## src/flic_pkg.sv

```systemverilog
// Purpose: shared constants for the four level interrupt controller
// Assumes: sources are indexed in vector order, index 0 = lowest vector
// Notes: vector of source i is base + 8*slot(i); slots 9 and 13 are unused
package flic_pkg;
  localparam int unsigned NUM_SRC = 13;
  localparam int unsigned LVL_W = 2;
  localparam int unsigned VEC_W = 8;
  localparam int unsigned IDX_W = 4;
  // ----------------------------------------
  // source index (vector order)
  // ----------------------------------------
  localparam logic [3:0] SRC_EXT0 = 4'h0;
  localparam logic [3:0] SRC_TMR0 = 4'h1;
  localparam logic [3:0] SRC_EXT1 = 4'h2;
  localparam logic [3:0] SRC_TMR1 = 4'h3;
  localparam logic [3:0] SRC_SER = 4'h4;
  localparam logic [3:0] SRC_BRWN = 4'h5;
  localparam logic [3:0] SRC_I2C = 4'h6;
  localparam logic [3:0] SRC_KEY = 4'h7;
  localparam logic [3:0] SRC_CMP2 = 4'h8;
  localparam logic [3:0] SRC_WDOG = 4'h9;
  localparam logic [3:0] SRC_ADC = 4'ha;
  localparam logic [3:0] SRC_CMP1 = 4'hb;
  localparam logic [3:0] SRC_TMRI = 4'hc;
  // ----------------------------------------
  // enable register bit positions
  // ----------------------------------------
  localparam int unsigned EN_A_EXT0 = 0;
  localparam int unsigned EN_A_TMR0 = 1;
  localparam int unsigned EN_A_EXT1 = 2;
  localparam int unsigned EN_A_TMR1 = 3;
  localparam int unsigned EN_A_SER = 4;
  localparam int unsigned EN_A_BRWN = 5;
  localparam int unsigned EN_A_WDOG = 6;
  localparam int unsigned EN_A_GLOBAL = 7;
  localparam int unsigned EN_B_I2C = 0;
  localparam int unsigned EN_B_KEY = 1;
  localparam int unsigned EN_B_CMP2 = 2;
  localparam int unsigned EN_B_ADC = 4;
  localparam int unsigned EN_B_CMP1 = 5;
  localparam int unsigned EN_B_TMRI = 7;
  // ----------------------------------------
  // vector table and rank (1 highest)
  // ----------------------------------------
  localparam logic [7:0] VEC_BASE = 8'h03;
  localparam logic [7:0] VEC_STEP = 8'h08;
  localparam logic [VEC_W-1:0] VEC_NONE = 8'h00;
  localparam logic [12:0][3:0] VEC_SLOT = {
    4'he, 4'hc, 4'hb, 4'ha, 4'h8, 4'h7, 4'h6,
    4'h5, 4'h4, 4'h3, 4'h2, 4'h1, 4'h0};
  localparam logic [12:0][3:0] RANK = {
    4'hd, 4'h9, 4'h6, 4'h3, 4'hb, 4'h8, 4'h5,
    4'h2, 4'hc, 4'ha, 4'h7, 4'h4, 4'h1};
  // power down wake capable sources
  localparam logic [12:0] WAKE_MASK = 13'h0fa5;
  localparam logic [LVL_W-1:0] LVL_TOP = 2'h3;
endpackage

```

## src/flic_ctrl.sv

```systemverilog
// Purpose: four level vectored interrupt controller for a small core
// Assumes: flags are level, cleared by software; core acks and returns
// Notes: keeps a stack of active levels so nesting unwinds correctly
`timescale 1ns/1ps
module flic_ctrl (
  // clock and reset
  input wire logic clk,
  input wire logic reset,
  // source flags
  input wire logic ext0_flag,
  input wire logic ext1_flag,
  input wire logic timer0_overflow_flag,
  input wire logic timer1_overflow_flag,
  input wire logic serial_tx_done_flag,
  input wire logic serial_rx_done_flag,
  input wire logic brownout_flag,
  input wire logic i2c_attention_flag,
  input wire logic keypad_flag,
  input wire logic cmp_one_change_flag,
  input wire logic cmp_two_change_flag,
  input wire logic watchdog_overflow_flag,
  input wire logic adc_done_flag,
  input wire logic i2c_timer_flag,
  // configuration registers
  input wire logic [7:0] irq_enable_reg_a,
  input wire logic [7:0] irq_enable_reg_b,
  input wire logic [7:0] prio_low_reg_a,
  input wire logic [7:0] prio_high_reg_a,
  input wire logic [7:0] prio_low_reg_b,
  input wire logic [7:0] prio_high_reg_b,
  // core handshake
  output logic irq_req,
  input wire logic irq_ack,
  input wire logic irq_return,
  output logic [7:0] irq_vector,
  output logic [3:0] irq_source,
  // status
  output logic [3:0] active_levels,
  output logic wake_req
);
  // ----------------------------------------
  // request mapping and arbitration
  // ----------------------------------------
  logic [12:0] src_flag;
  logic [12:0] src_en;
  logic [12:0][1:0] src_lvl;
  logic [12:0] pend;
  logic global_irq_enable;
  logic win_valid;
  logic [3:0] win_idx;
  logic [1:0] win_lvl;

  assign global_irq_enable = irq_enable_reg_a[flic_pkg::EN_A_GLOBAL];

  flic_req_map u_map (
    .ext0_flag(ext0_flag),
    .ext1_flag(ext1_flag),
    .timer0_overflow_flag(timer0_overflow_flag),
    .timer1_overflow_flag(timer1_overflow_flag),
    .serial_tx_done_flag(serial_tx_done_flag),
    .serial_rx_done_flag(serial_rx_done_flag),
    .brownout_flag(brownout_flag),
    .i2c_attention_flag(i2c_attention_flag),
    .keypad_flag(keypad_flag),
    .cmp_one_change_flag(cmp_one_change_flag),
    .cmp_two_change_flag(cmp_two_change_flag),
    .watchdog_overflow_flag(watchdog_overflow_flag),
    .adc_done_flag(adc_done_flag),
    .i2c_timer_flag(i2c_timer_flag),
    .irq_enable_reg_a(irq_enable_reg_a),
    .irq_enable_reg_b(irq_enable_reg_b),
    .prio_low_reg_a(prio_low_reg_a),
    .prio_high_reg_a(prio_high_reg_a),
    .prio_low_reg_b(prio_low_reg_b),
    .prio_high_reg_b(prio_high_reg_b),
    .src_flag(src_flag),
    .src_en(src_en),
    .src_lvl(src_lvl)
  );

  // level pending, no latch: drops as soon as the flag clears
  assign pend = src_flag & src_en & {13{global_irq_enable}};

  flic_arbiter u_arb (
    .pend(pend),
    .lvl(src_lvl),
    .win_valid(win_valid),
    .win_idx(win_idx),
    .win_lvl(win_lvl)
  );

  // vector from the slot table, slots 9 and 13 skipped
  function automatic logic [7:0] vec_of(input logic [3:0] idx);
    vec_of = flic_pkg::VEC_BASE +
             8'(flic_pkg::VEC_SLOT[idx] * flic_pkg::VEC_STEP);
  endfunction

  // ----------------------------------------
  // nesting state
  // ----------------------------------------
  // one bit per level in service; the highest set bit is the running level
  logic [3:0] act_q, act_d;
  logic [7:0] vec_q, vec_d;
  logic [3:0] src_q, src_d;
  logic run_any;
  logic [1:0] run_lvl;
  logic preempt_ok;

  always_comb begin
    run_any = |act_q;
    run_lvl = 2'h0;
    for (int l = 0; l < 4; l++) begin
      if (act_q[l]) begin
        run_lvl = 2'(l);
      end
    end
    // strictly higher only; top level can never be exceeded
    preempt_ok = win_valid &&
                 (!run_any || (win_lvl > run_lvl)) &&
                 !(run_any && run_lvl == flic_pkg::LVL_TOP);
  end

  always_comb begin
    act_d = act_q;
    vec_d = vec_q;
    src_d = src_q;
    // a return and an ack in one cycle both apply; the ack is judged on the levels held before the return
    if (irq_return && run_any) begin
      act_d[run_lvl] = 1'b0;
    end
    if (irq_ack && preempt_ok) begin
      act_d[win_lvl] = 1'b1;
    end
    if (preempt_ok) begin
      vec_d = vec_of(win_idx);
      src_d = win_idx;
    end
  end

  always_ff @(posedge clk) begin
    if (reset) begin
      act_q <= 4'h0;
      vec_q <= flic_pkg::VEC_NONE;
      src_q <= 4'hf;
    end else begin
      act_q <= act_d;
      vec_q <= vec_d;
      src_q <= src_d;
    end
  end

  // ----------------------------------------
  // outputs
  // ----------------------------------------
  // request is combinational so a withdrawn flag drops it at once
  assign irq_req = preempt_ok;
  assign irq_vector = vec_q;
  assign irq_source = src_q;
  assign active_levels = act_q;
  // wake ignores levels: any enabled wake source restarts the core
  assign wake_req = |(pend & flic_pkg::WAKE_MASK);
endmodule // flic_ctrl

```

## src/flic_req_map.sv

```systemverilog
// Purpose: maps flags, enables and priority bits to per source vectors
// Assumes: flags come from logic on the same clock
// Notes: purely combinational
`timescale 1ns/1ps
module flic_req_map (
  // flags
  input wire logic ext0_flag,
  input wire logic ext1_flag,
  input wire logic timer0_overflow_flag,
  input wire logic timer1_overflow_flag,
  input wire logic serial_tx_done_flag,
  input wire logic serial_rx_done_flag,
  input wire logic brownout_flag,
  input wire logic i2c_attention_flag,
  input wire logic keypad_flag,
  input wire logic cmp_one_change_flag,
  input wire logic cmp_two_change_flag,
  input wire logic watchdog_overflow_flag,
  input wire logic adc_done_flag,
  input wire logic i2c_timer_flag,
  // registers
  input wire logic [7:0] irq_enable_reg_a,
  input wire logic [7:0] irq_enable_reg_b,
  input wire logic [7:0] prio_low_reg_a,
  input wire logic [7:0] prio_high_reg_a,
  input wire logic [7:0] prio_low_reg_b,
  input wire logic [7:0] prio_high_reg_b,
  // per source results
  output logic [12:0] src_flag,
  output logic [12:0] src_en,
  output logic [12:0][1:0] src_lvl
);
  // enable and priority bits share the same bit position per source
  logic [12:0][3:0] pos;
  logic [12:0] in_b;
  always_comb begin
    pos = '0;
    in_b = 13'h1fc0;
    pos[flic_pkg::SRC_EXT0] = 4'(flic_pkg::EN_A_EXT0);
    pos[flic_pkg::SRC_TMR0] = 4'(flic_pkg::EN_A_TMR0);
    pos[flic_pkg::SRC_EXT1] = 4'(flic_pkg::EN_A_EXT1);
    pos[flic_pkg::SRC_TMR1] = 4'(flic_pkg::EN_A_TMR1);
    pos[flic_pkg::SRC_SER] = 4'(flic_pkg::EN_A_SER);
    pos[flic_pkg::SRC_BRWN] = 4'(flic_pkg::EN_A_BRWN);
    pos[flic_pkg::SRC_I2C] = 4'(flic_pkg::EN_B_I2C);
    pos[flic_pkg::SRC_KEY] = 4'(flic_pkg::EN_B_KEY);
    pos[flic_pkg::SRC_CMP2] = 4'(flic_pkg::EN_B_CMP2);
    pos[flic_pkg::SRC_WDOG] = 4'(flic_pkg::EN_A_WDOG);
    pos[flic_pkg::SRC_ADC] = 4'(flic_pkg::EN_B_ADC);
    pos[flic_pkg::SRC_CMP1] = 4'(flic_pkg::EN_B_CMP1);
    pos[flic_pkg::SRC_TMRI] = 4'(flic_pkg::EN_B_TMRI);
    in_b[flic_pkg::SRC_WDOG] = 1'b0;
  end

  always_comb begin
    src_flag = '0;
    src_flag[flic_pkg::SRC_EXT0] = ext0_flag;
    src_flag[flic_pkg::SRC_TMR0] = timer0_overflow_flag;
    src_flag[flic_pkg::SRC_EXT1] = ext1_flag;
    src_flag[flic_pkg::SRC_TMR1] = timer1_overflow_flag;
    // tx and rx done share one source
    src_flag[flic_pkg::SRC_SER] = serial_tx_done_flag |
                                  serial_rx_done_flag;
    src_flag[flic_pkg::SRC_BRWN] = brownout_flag;
    src_flag[flic_pkg::SRC_I2C] = i2c_attention_flag;
    src_flag[flic_pkg::SRC_KEY] = keypad_flag;
    src_flag[flic_pkg::SRC_CMP2] = cmp_two_change_flag;
    src_flag[flic_pkg::SRC_WDOG] = watchdog_overflow_flag;
    src_flag[flic_pkg::SRC_ADC] = adc_done_flag;
    src_flag[flic_pkg::SRC_CMP1] = cmp_one_change_flag;
    src_flag[flic_pkg::SRC_TMRI] = i2c_timer_flag;
  end

  always_comb begin
    for (int i = 0; i < 13; i++) begin
      if (in_b[i]) begin
        src_en[i] = irq_enable_reg_b[pos[i][2:0]];
        src_lvl[i] = {prio_high_reg_b[pos[i][2:0]],
                      prio_low_reg_b[pos[i][2:0]]};
      end else begin
        src_en[i] = irq_enable_reg_a[pos[i][2:0]];
        src_lvl[i] = {prio_high_reg_a[pos[i][2:0]],
                      prio_low_reg_a[pos[i][2:0]]};
      end
    end
  end
endmodule // flic_req_map

```

## src/flic_arbiter.sv

```systemverilog
// Purpose: picks the winning pending source by level, then by rank
// Assumes: pending vector already gated by enables
// Notes: combinational; level first, rank only breaks ties
`timescale 1ns/1ps
module flic_arbiter (
  // request side
  input wire logic [12:0] pend,
  input wire logic [12:0][1:0] lvl,
  // result
  output logic win_valid,
  output logic [3:0] win_idx,
  output logic [1:0] win_lvl
);
  // true when candidate a beats current best b
  function automatic logic beats(input logic [1:0] la, input logic [3:0] ra,
                                 input logic [1:0] lb, input logic [3:0] rb);
    beats = (la > lb) || ((la == lb) && (ra < rb));
  endfunction

  logic [3:0] best_rank;
  always_comb begin
    win_valid = 1'b0;
    win_idx = 4'h0;
    win_lvl = 2'h0;
    best_rank = 4'hf;
    for (int i = 0; i < 13; i++) begin
      if (pend[i] && (!win_valid ||
          beats(lvl[i], flic_pkg::RANK[i], win_lvl, best_rank))) begin
        win_valid = 1'b1;
        win_idx = 4'(i);
        win_lvl = lvl[i];
        best_rank = flic_pkg::RANK[i];
      end
    end
  end
endmodule // flic_arbiter

```

## config.mk

```make
export PLATFORM = sky130hd
export DESIGN_NAME = flic_ctrl
export DESIGN_NICKNAME = d
export VERILOG_FILES = /design/src/flic_pkg.sv /design/src/flic_ctrl.sv /design/src/flic_req_map.sv /design/src/flic_arbiter.sv
export SDC_FILE = /design/constraint.sdc
export NUM_CORES = 1
export LEC_CHECK = 0
export BUFFER_PORTS_ARGS = -buffer_cell sky130_fd_sc_hd__buf_2
export CORE_AREA = 4 4 116 118
export DETAILED_ROUTE_END_ITERATION = 6
export DIE_AREA = 0 0 120 122
export HOLD_SLACK_MARGIN = 0.1
export PLACE_DENSITY_LB_ADDON = 0.15
export SYNTH_ARGS = -nofsm -noshare
export SYNTH_HDL_FRONTEND = slang
export SYNTH_HIERARCHICAL = 1
export SYNTH_SLANG_ARGS = --single-unit
```

## constraint.sdc

```tcl
create_clock -name clk -period 25.9 [get_ports clk]
set_clock_uncertainty 0.2 [all_clocks]
set_input_delay 1.295 -clock clk [delete_from_list [all_inputs] [get_ports clk]]
set_output_delay 1.295 -clock clk [all_outputs]
set_load 0.1 [all_outputs]
```

==> flow_summary_export.csv <==
group,metric,value,unit
status,status,"finished clean",
synth,synthTopCellsByCount,"buf_4 (54), nand2_1 (37), inv_1 (29)",
synth,ys_async_sr_fraction,0,%
finish,fill_cells,1380,
synth,synth_top_family_by_area,"compound AO/OA/AOI/OAI gates",
grt,first_global_vias,2768,
min_path,hold_class,"reg2reg",
clock_network,clock_latency,0.24,ns
synth,ys_warn_count,6,
synth,yosysSeqAreaShare,8.56,%
synth,ys.flop_type,"dfxtp_1",
finish,final_nets,498,
worst_setup_path,critPathArrivalTime,21.42,ns
detailed_routing,drt_iter0_drc,142,
placement,place_inst,576,
grt,grt_overflow,0,
sta,fmax,43.6,MHz
worst_setup_path,cp_common_cell,"ha_1",
power,cellLeakagePower,1.49,nW
clock_network,htreeDepth,1,
worst_setup_path,rr_worst_depth,6,
die,placementRows,41,
worst_setup_path,r2r-start,"active_levels[2]$_SDFF_PP0_",
worst_setup_path,cp_slowest_cell,"o41ai_4",
synth,synth_area_per_cell,7.79,sq um
clock_network,cts_root_buffer,"clkbuf_16",
finish,multi_input_area,2230,sq um
finish,fin_util,26.1,%
detailed_routing,drc,0,
synth,syn-cell-area,3040,sq um
grt,antenna_found_initial,0,
placement,postPlaceCellArea,3180,sq um
die,die_h,122,um
job,cap_violations,0,
synth,netlist_instances,390,
finish,diodes,0,
worst_setup_path,worst_setup_path_end_kind,"output port",
worst_setup_path,r2r_end,"irq_source[0]$_SDFFE_PP1P_",
detailed_routing,routed_wl,8670,um
grt,grt_util_all_layers,11.8,%
sta,worst_hold_slack,0.261,ns
sta,fin_crit,22.91,ns
grt,grt_pass1_wl,14200,um
sta,setup_tns,0,ns
synth,synthSimpleGateAreaFrac,24.4,%
synth,synth-seq-cells,13,
finish,syn_to_final_growth,7.20,%
finish,drive_gt1_share,28.2,%
synth,yosys.area.top_type,"buf_4",
synth,ys_types,79,
clock_network,cts.sinks,13,
die,start_util,24.4,%
min_path,worstHoldEndpoint,"irq_source[0]$_SDFFE_PP1P_",
clock_network,cts_tree,"built",
clock_network,cts_buffers,3,
synth,muxShareOfSynthArea,5.19,%
power,p_per_area,79.1,nW/um^2
sta,slew_headroom,42.7,%
worst_setup_path,reg2reg_slack,23.79,ns
clock_network,clkTransAtPathRegs,0.05,ns
finish,ff_latch_area,260,sq um
worst_setup_path,cp.required,24.40,ns
sta,setup_viol,0,
synth,yosys.area.top_type_share,13.3,%
synth,ys_top_cells_by_area,"buf_4 (13%), ha_1 (9.5%), dfxtp_1 (8.6%)",
synth,synth_compound_area_share,34.0,%
clock_network,cts_max_path_buffers,2,
worst_setup_path,critical_path_class,"in2out",
detailed_routing,vias,2842,
clock_network,ctsResizeCount,0,
die,die-area,14600,sq um
die,coreArea,12500,sq um
grt,grt_max_degree,21,
synth,synthAdderAreaFrac,9.47,%
clock_network,postCtsHoldBufs,0,
placement,routabilityCongestion,0.790,
finish,finalNonFillerCells,580,
min_path,hold_depth,1,
detailed_routing,wl_per_cell,14.9,um
min_path,min_from,"irq_source[0]$_SDFFE_PP1P_",
sta,tightest_slew,0.853,ns
synth,synth-xor-area-share,0,%
worst_setup_path,path_max_fanout,14,
detailed_routing,detail-route-antenna-nets,0,
sta,rsz0062_at_grt,"false",
sta,finalMaxSlewViolations,0,
power,ir_drop,76.9,uV
synth,synth_edf_count,0,
worst_setup_path,startpoint_type,"input port",
die,ios,84,
synth,yosysMostFrequentCell,"buf_4",
placement,numPortBuffers,73,
finish,final_area,3260,sq um
sta,finalCritPeriodShare,88.5,%
placement,dp_hpwl,7360,um
sta,hold_viol,0,
clock_network,cts_setup_buffers,0,
detailed_routing,via_per_inst,4.90,
die,die_w,120,um
worst_setup_path,cpPeakStageDelay,0.62,ns
detailed_routing,drtPass1Iterations,5,
-- through the flow --
step           worst slack (ns)  total power (W)
6_report                   2.99         0.000258
5_1_grt                    1.33         0.000277
4_1_cts                    2.88         0.000260
3_5_place_dp               2.94         0.000229
3_3_place_gp               2.95         0.000229
2_1_floorplan              5.88         0.000201
-- worst max path at each step --
stage,startpoint,endpoint,slack (ns),depth (start not counted)
floorplan,ext0_flag,irq_req,5.88,83
global placement,irq_enable_reg_a[7],irq_req,2.95,85
global route,irq_enable_reg_a[7],irq_req,1.33,85
detailed placement,irq_enable_reg_a[7],irq_req,2.94,85
CTS,irq_enable_reg_a[7],irq_req,2.88,85
finish,irq_enable_reg_a[7],irq_req,2.99,85
-- placed cells by master, fill, tap and decap left out, types with 3 or more instances in the layout --
master / netlist / layout
a21o_1: 4 / 4
nand3b_1: 7 / 7
a31oi_1: 5 / 5
nor3_1: 10 / 10
o211ai_1: 7 / 7
buf_2: 1 / 73
and3_1: 14 / 14
mux2i_1: 3 / 3
o21ai_1: 3 / 3
ha_1: 23 / 23
nand3_1: 6 / 6
nand2_1: 37 / 37
nor3_2: 4 / 4
clkbuf_16: 0 / 3
a221oi_1: 4 / 4
mux2_4: 7 / 7
o21ai_0: 16 / 16
o41ai_2: 3 / 3
inv_1: 29 / 29
a211o_1: 4 / 4
nor2_1: 20 / 20
a21oi_1: 19 / 19
o21a_1: 5 / 5
nor2b_1: 8 / 8
nand2b_1: 4 / 4
and2_1: 6 / 6
nand4_1: 3 / 3
or3_1: 4 / 4
dfxtp_1: 13 / 13
-- cells by family after synthesis --
group	after synthesis
simple gates	135
compound gates	116
buf+inv	90
fa+ha+maj	23
flops	13
mux	12
other cells	1
-- per-layer routing --
| layer | part of all wire (%) | GRT usage, % | vias to the layer above |
|---|---|---|---|
| met3 | 4.1 | 1.21 | 7 |
| met1 | 49 | 16.8 | 1327 |
| li1 | - | - | 1430 |
| met4 | 0.83 | 1.65 | 0 |
| met5 | 0 | 0 | - |
| met2 | 46 | 19.8 | 78 |
-- critical path, delay by kind of cell --
family | cells | cell delay, ns
AO/OA/AOI/OAI | 34 | 8.34
AND/OR/NAND/NOR | 25 | 4.72
adder cells (fa/ha/maj) | 13 | 3.74
multiplexers | 7 | 2.52
buffers and inverters | 6 | 0.78
-- state kept, by name (all words and copies together) (netlist names) --
| name | cells |
|---|---|
| active_levels | 4 |
| irq_vector | 5 |
| irq_source | 4 |
-- power by group --
part	internal, W	switching (W)
Clock	0.0000208	0.00000891
Sequential	0.0000273	0.00000403
Combinational	0.0000544	0.000142
Total	0.000103	0.000155
-- area by class of cell --
class | instances | area share (%)
clock buffers | 4 | 2.42
multi-input cells | 288 | 68.3
inverters | 30 | 3.46
flip-flops and latches | 13 | 7.99
well taps | 172 | 6.61
repair buffers | 73 | 11.2
Note: power is estimated with default switching activity, not from simulation.
